### src/common/pin_pull_pkg.sv
// constants for the pin pull and keeper control register block
package pin_pull_pkg;
  localparam int          apb_addr_w         = 16;
  localparam logic [15:0] pull_ctrl_offset   = 16'h8800;
  localparam logic [15:0] pull_ctrl_reset    = 16'h0000;
  localparam int          ctrl_bits          = 8;
  localparam int          reg_width          = 16;
  localparam int          bit_debug_pins     = 7;
  localparam int          bit_test_port      = 6;
  localparam int          bit_watchdog_pin   = 5;
  localparam int          bit_host_ctrl      = 4;
  localparam int          bit_host_data      = 3;
  localparam int          bit_ext_mem_ctrl   = 2;
  localparam int          bit_ext_mem_data   = 1;
  localparam int          bit_ext_mem_addr   = 0;
  localparam int          debug_pin_count    = 2;
  localparam int          test_pull_count    = 3;
  localparam int          host_ctrl_count    = 10;
  localparam int          host_ctrl_pd_index = 1;
  localparam int          host_data_count    = 8;
  localparam int          ext_ctrl_count     = 16;
  localparam logic [15:0] ext_ctrl_pullups   = 16'h4008;
  localparam int          ext_data_count     = 32;
  localparam int          ext_addr_count     = 20;
endpackage

### src/rtl/pull_group_driver.sv
// fans one control bit out to the active-low enables of a pin group
`timescale 1ns/100ps
module pull_group_driver
  import pin_pull_pkg::*;
#(
  parameter int count = 8
) (
  input  wire logic             core_clk,
  input  wire logic             resetn,
  input  wire logic             off_bit,
  output logic [count-1:0]      cell_en_n
);
  typedef struct packed {
    logic [count-1:0] en_n;
  } drv_state_t;

  drv_state_t state;
  drv_state_t next_state;

  // each cell gets its own flop so placement can sit near the pad ring
  always_comb begin
    next_state = state;
    for (int i = 0; i < count; i++) begin
      next_state.en_n[i] = off_bit;
    end
  end

  always_ff @(posedge core_clk or negedge resetn) begin
    if (!resetn) begin
      state <= '0;
    end else begin
      state <= next_state;
    end
  end

  assign cell_en_n = state.en_n;
endmodule

### src/rtl/pin_pull_keeper_control.sv
// apb register bank steering pin pulls and bus keepers
//
// The implementer's own choice: the APB interface to the registers.
`timescale 1ns/100ps
module pin_pull_keeper_control
  import pin_pull_pkg::*;
(
  input  wire logic                       core_clk,
  input  wire logic                       resetn,
  input  wire logic                       psel,
  input  wire logic                       penable,
  input  wire logic                       pwrite,
  input  wire logic [apb_addr_w-1:0]      paddr,
  input  wire logic [31:0]                pwdata,
  input  wire logic [3:0]                 pstrb,
  output logic [31:0]                     prdata,
  output logic                            pready,
  output logic                            pslverr,
  output logic [debug_pin_count-1:0]      debug_pull_en_n,
  output logic [test_pull_count-1:0]      test_pullup_en_n,
  output logic                            test_reset_pulldown_en_n,
  output logic                            watchdog_pull_en_n,
  output logic [host_ctrl_count-1:0]      host_ctrl_pull_en_n,
  output logic [host_data_count-1:0]      host_data_keeper_en_n,
  output logic [ext_ctrl_count-1:0]       ext_ctrl_keeper_en_n,
  output logic [ext_data_count-1:0]       ext_data_keeper_en_n,
  output logic [ext_addr_count-1:0]       ext_addr_keeper_en_n
);
  typedef struct packed {
    logic [ctrl_bits-1:0] ctrl;
  } bank_state_t;

  bank_state_t state;
  bank_state_t next_state;

  function automatic logic hits_ctrl(input logic [apb_addr_w-1:0] a);
    hits_ctrl = (a == pull_ctrl_offset);
  endfunction

  logic access;
  logic wr_hit;

  // zero wait states: every access completes in its first access cycle
  assign access = psel && penable;
  assign wr_hit = access && pwrite && hits_ctrl(paddr) && pstrb[0];

  always_comb begin
    next_state = state;
    if (wr_hit) begin
      next_state.ctrl = pwdata[ctrl_bits-1:0];
    end
  end

  always_ff @(posedge core_clk or negedge resetn) begin
    if (!resetn) begin
      state <= '{ctrl: pull_ctrl_reset[ctrl_bits-1:0]};
    end else begin
      state <= next_state;
    end
  end

  // read data is combinational from the stored word so it is valid in the access phase
  assign prdata  = (access && !pwrite && hits_ctrl(paddr)) ?
                   {24'h000000, state.ctrl} : 32'h00000000;
  assign pready  = 1'b1;
  assign pslverr = access && !hits_ctrl(paddr);

  logic [debug_pin_count-1:0] dbg_en_n;
  logic [test_pull_count:0]   test_en_n;
  logic [0:0]                 wdt_en_n;

  pull_group_driver #(.count(debug_pin_count)) u_debug (
    .core_clk (core_clk),
    .resetn   (resetn),
    .off_bit  (state.ctrl[bit_debug_pins]),
    .cell_en_n(dbg_en_n)
  );
  pull_group_driver #(.count(test_pull_count + 1)) u_test (
    .core_clk (core_clk),
    .resetn   (resetn),
    .off_bit  (state.ctrl[bit_test_port]),
    .cell_en_n(test_en_n)
  );
  pull_group_driver #(.count(1)) u_wdt (
    .core_clk (core_clk),
    .resetn   (resetn),
    .off_bit  (state.ctrl[bit_watchdog_pin]),
    .cell_en_n(wdt_en_n)
  );
  // pulldown on line one shares the enable with the pullups
  pull_group_driver #(.count(host_ctrl_count)) u_hctl (
    .core_clk (core_clk),
    .resetn   (resetn),
    .off_bit  (state.ctrl[bit_host_ctrl]),
    .cell_en_n(host_ctrl_pull_en_n)
  );
  pull_group_driver #(.count(host_data_count)) u_hdat (
    .core_clk (core_clk),
    .resetn   (resetn),
    .off_bit  (state.ctrl[bit_host_data]),
    .cell_en_n(host_data_keeper_en_n)
  );
  pull_group_driver #(.count(ext_ctrl_count)) u_ectl (
    .core_clk (core_clk),
    .resetn   (resetn),
    .off_bit  (state.ctrl[bit_ext_mem_ctrl]),
    .cell_en_n(ext_ctrl_keeper_en_n)
  );
  pull_group_driver #(.count(ext_data_count)) u_edat (
    .core_clk (core_clk),
    .resetn   (resetn),
    .off_bit  (state.ctrl[bit_ext_mem_data]),
    .cell_en_n(ext_data_keeper_en_n)
  );
  pull_group_driver #(.count(ext_addr_count)) u_eadr (
    .core_clk (core_clk),
    .resetn   (resetn),
    .off_bit  (state.ctrl[bit_ext_mem_addr]),
    .cell_en_n(ext_addr_keeper_en_n)
  );

  assign debug_pull_en_n          = dbg_en_n;
  assign test_pullup_en_n         = test_en_n[test_pull_count-1:0];
  assign test_reset_pulldown_en_n = test_en_n[test_pull_count];
  assign watchdog_pull_en_n       = wdt_en_n[0];
endmodule

### config.mk
export PLATFORM = sky130hd
export DESIGN_NAME = pin_pull_keeper_control
export DESIGN_NICKNAME = d
export VERILOG_FILES = /design/src/common/pin_pull_pkg.sv /design/src/rtl/pull_group_driver.sv /design/src/rtl/pin_pull_keeper_control.sv
export SDC_FILE = /design/constraint.sdc
export NUM_CORES = 1
export LEC_CHECK = 0
export ABC_AREA = 0
export BUFFER_PORTS_ARGS = -buffer_cell sky130_fd_sc_hd__buf_2
export CAP_MARGIN = 5
export CELL_PAD_IN_SITES_DETAIL_PLACEMENT = 0
export CELL_PAD_IN_SITES_GLOBAL_PLACEMENT = 1
export CORE_MARGIN = 3
export CORE_UTILIZATION = 20
export CTS_CLUSTER_SIZE = 25
export DETAILED_ROUTE_END_ITERATION = 16
export MAX_ROUTING_LAYER = met4
export PLACE_DENSITY_LB_ADDON = 0.2
export SETUP_SLACK_MARGIN = 0.1
export SYNTH_ARGS = -nofsm -noshare
export SYNTH_HDL_FRONTEND = slang
export SYNTH_SLANG_ARGS = --single-unit
export TNS_END_PERCENT = 5
### constraint.sdc
create_clock -name core_clk -period 1.8 [get_ports core_clk]
set_clock_uncertainty 0.2 [all_clocks]
set_input_delay 0.18 -clock core_clk [delete_from_list [all_inputs] [get_ports core_clk]]
set_output_delay 0.18 -clock core_clk [all_outputs]
set_load 0.01 [all_outputs]
==> impl_metrics.env <==
export IMPL_io_pins=184
export IMPL_grt_max_degree=33
export IMPL_final_util_pct=26.6
export IMPL_ir_worst_vdd_uv=456
export IMPL_ys_async_sr_fraction_pct=100
export IMPL_initial_core_util_pct=20.9
export IMPL_synth_commonest_cells="buf_4, dfrtp_1, and2_1, mux2_2"
export IMPL_synthTopCellsByArea="buf_4, dfrtp_1, mux2_2, and2_1, nor4b_1"
export IMPL_synth_ff_type="dfrtp_1"
export IMPL_p_per_area_nw_per_um2=420
export IMPL_diodes=0
export IMPL_slowest_delay_ps=250
export IMPL_yosysTopAreaCell="buf_4"
export IMPL_avgSynthCellArea_um2=9.38
export IMPL_arrival_ps=1300
export IMPL_cts_htree_levels=1
export IMPL_grt_busiest_layer="met2"
export IMPL_final_hold_viol_count=0
export IMPL_dpl_instance_area_um2=1520
export IMPL_cap_violations=0
export IMPL_slowest_stage="nor4b_4"
export IMPL_viasPerCell=3.18
export IMPL_required_ps=1420
export IMPL_dp_hpwl_mm=2.44
export IMPL_antenna_found_initial=0
export IMPL_clockBufferDepth=2
export IMPL_drtPass1Iterations=2
export IMPL_synth_top_cell_area_share_pct=57.1
export IMPL_setup_violations=0
export IMPL_synthesis_instances=154
export IMPL_tritoncts_num_sinks=16
export IMPL_start_kind="primary input"
export IMPL_power_leakage_nw=1.21
export IMPL_drc=0
export IMPL_synth_distinct_cells=12
export IMPL_ant_nets=0
export IMPL_drive_gt1_share_pct=75.0
export IMPL_finalSetupTns_ps=0
export IMPL_fin_nets=274
export IMPL_critPathMaxFanout=8
export IMPL_vias=991
export IMPL_drv_slew=0
export IMPL_synth_most_common_cell="buf_4"
export IMPL_fin_total_pwr_mw=0.772
export IMPL_crit_path_cell_trace="buf_2 -> nor4b_4 -> nand4_1 -> nor3_2 -> buf_6 -> and2_4 -> buf_6"
export IMPL_worst_skew_pair_late_latency_ps=240
export IMPL_rsz0062_at_grt="yes"
export IMPL_outcome="finished clean"
export IMPL_finalWorstSetupSlack_ps=116
export IMPL_synth_edf_count=0
export IMPL_hp_class="in2async"
export IMPL_fillerInstances=778
export IMPL_first_global_vias=851
export IMPL_crit_family="simple AND/OR/NAND/NOR gates"
export IMPL_port_buffers=131
export IMPL_period_share_pct=93.6
export IMPL_fmax_mhz=594
export IMPL_syn_cell_area_um2=1450
export IMPL_grt_ovfl_total=0
export IMPL_yosysSeqAreaShare_pct=27.7
export IMPL_cp_num_buf_inv=3
export IMPL_r2r_cells=1
export IMPL_dieWidth_um=91.0
export IMPL_path_class="in2out"
export IMPL_dpl_worst_slack_ps=-155
export IMPL_fin_cells=312
export IMPL_endpoint_kind="output pin"
export IMPL_ys_warn_count=0
export IMPL_holdWs_ps=173
export IMPL_grt_usage_pct=6.27
export IMPL_grt_first_pass_wirelength_mm=4.14
export IMPL_worst_path_stages=7
export IMPL_std_cell_rows=30
export IMPL_cts_root_buffer="clkbuf_8"
export IMPL_placeableCoreArea_um2=6910
export IMPL_dieArea_um2=8280
export IMPL_final_area_um2=1840
export IMPL_cts_inserted_buffers=3
export IMPL_post_drt_wl_per_cell_um=9.63
export IMPL_period_needed_ps=1680
export IMPL_die_y_um=91.0
export IMPL_area_delta_synth_final_pct=27.2
export IMPL_drt_iter0_markers=15
export IMPL_cpMostUsedCell="buf_6"
export IMPL_ys_ff_latch=16
export IMPL_grt_util_met2_pct=11.2
export IMPL_grt_use_met3_pct=1.82
export IMPL_cts_tree="yes"
export IMPL_place_inst=298
export IMPL_wl_mm=3.00
export IMPL_gp_congestion=0.667
export IMPL_grt_met1_usage_pct=6.97
export IMPL_clkSlewWorstSetupHoldPaths_ps=60
## registers in the layout (all words and copies together) (netlist names)
register	cells
u_wdt.cell_en_n	1
u_edat.cell_en_n	1
u_debug.cell_en_n	1
u_ectl.cell_en_n	1
u_eadr.cell_en_n	1
state	8
u_hdat.cell_en_n	1
u_test.cell_en_n	1
u_hctl.cell_en_n	1
## metal layers
| layer | vias up | part of all wire (%) | wire length (um) |
|---|---|---|---|
| met1 | 426 | 38 | 1130 |
| li1 | 475 | - | - |
| met2 | 88 | 49 | 1480 |
| met3 | 2 | 13 | 390 |
| met5 | - | 0 | 0 |
| met4 | 0 | 0.27 | 8 |
## where the power goes
part           switching (mW)  leakage (nW)  internal, mW
logic                  0.0520         0.960        0.0467
clock network           0.120        0.0288         0.194
registers           0.0000206         0.224         0.360
total                   0.172          1.21         0.600
## timing repair
action / in CTS / in global routing
pin swaps: 6 / 8
setup buffers: 1 / 0
endpoints found under the setup margin: 8 / 17
resized for setup: 20 / 12
endpoints found under the hold margin: 24 / 0
hold buffers: 9 / 0
## worst paths after layout
check	start	to	slack [ps]
max	paddr[1]	prdata[6]	120
min reg2reg	state[6]	u_test.cell_en_n[0]	200
min in group core_clk	state[6]	u_test.cell_en_n[0]	200
min	resetn	state[7]	170
max reg2reg	state[5]	state[5]	820
max in group asynchronous	resetn	state[6]	960
## cell usage in the layout, fill, tap and decap left out
cell type      count
buf_12             1
conb_1            25
buf_4              2
nor3_4             1
and2_4             8
nor2b_1            1
buf_6             14
dlygate4sd3_1      9
nor3_2             1
nor4b_4            2
nand4_1            1
dfrtp_1           16
nor4_2             2
nand2_1            2
mux2_4             3
mux2_2             5
clkbuf_8           4
buf_2            119
## area by class of cell
type | count | area [um^2] | share of cell area, %
timing repair buffer | 145 | 878 | 47.8
sequential | 16 | 400 | 21.8
multi-input combinational | 51 | 384 | 20.9
tap | 96 | 120 | 6.54
clock buffer | 4 | 55.1 | 3.00
## cell families after synthesis
family	Yosys count	synth area share, %
buf+inv	110	57.1
simple gates	18	8.40
other cells	2	0.520
mux	8	6.23
flops	16	27.7
Power figures use the tool's default switching activity.
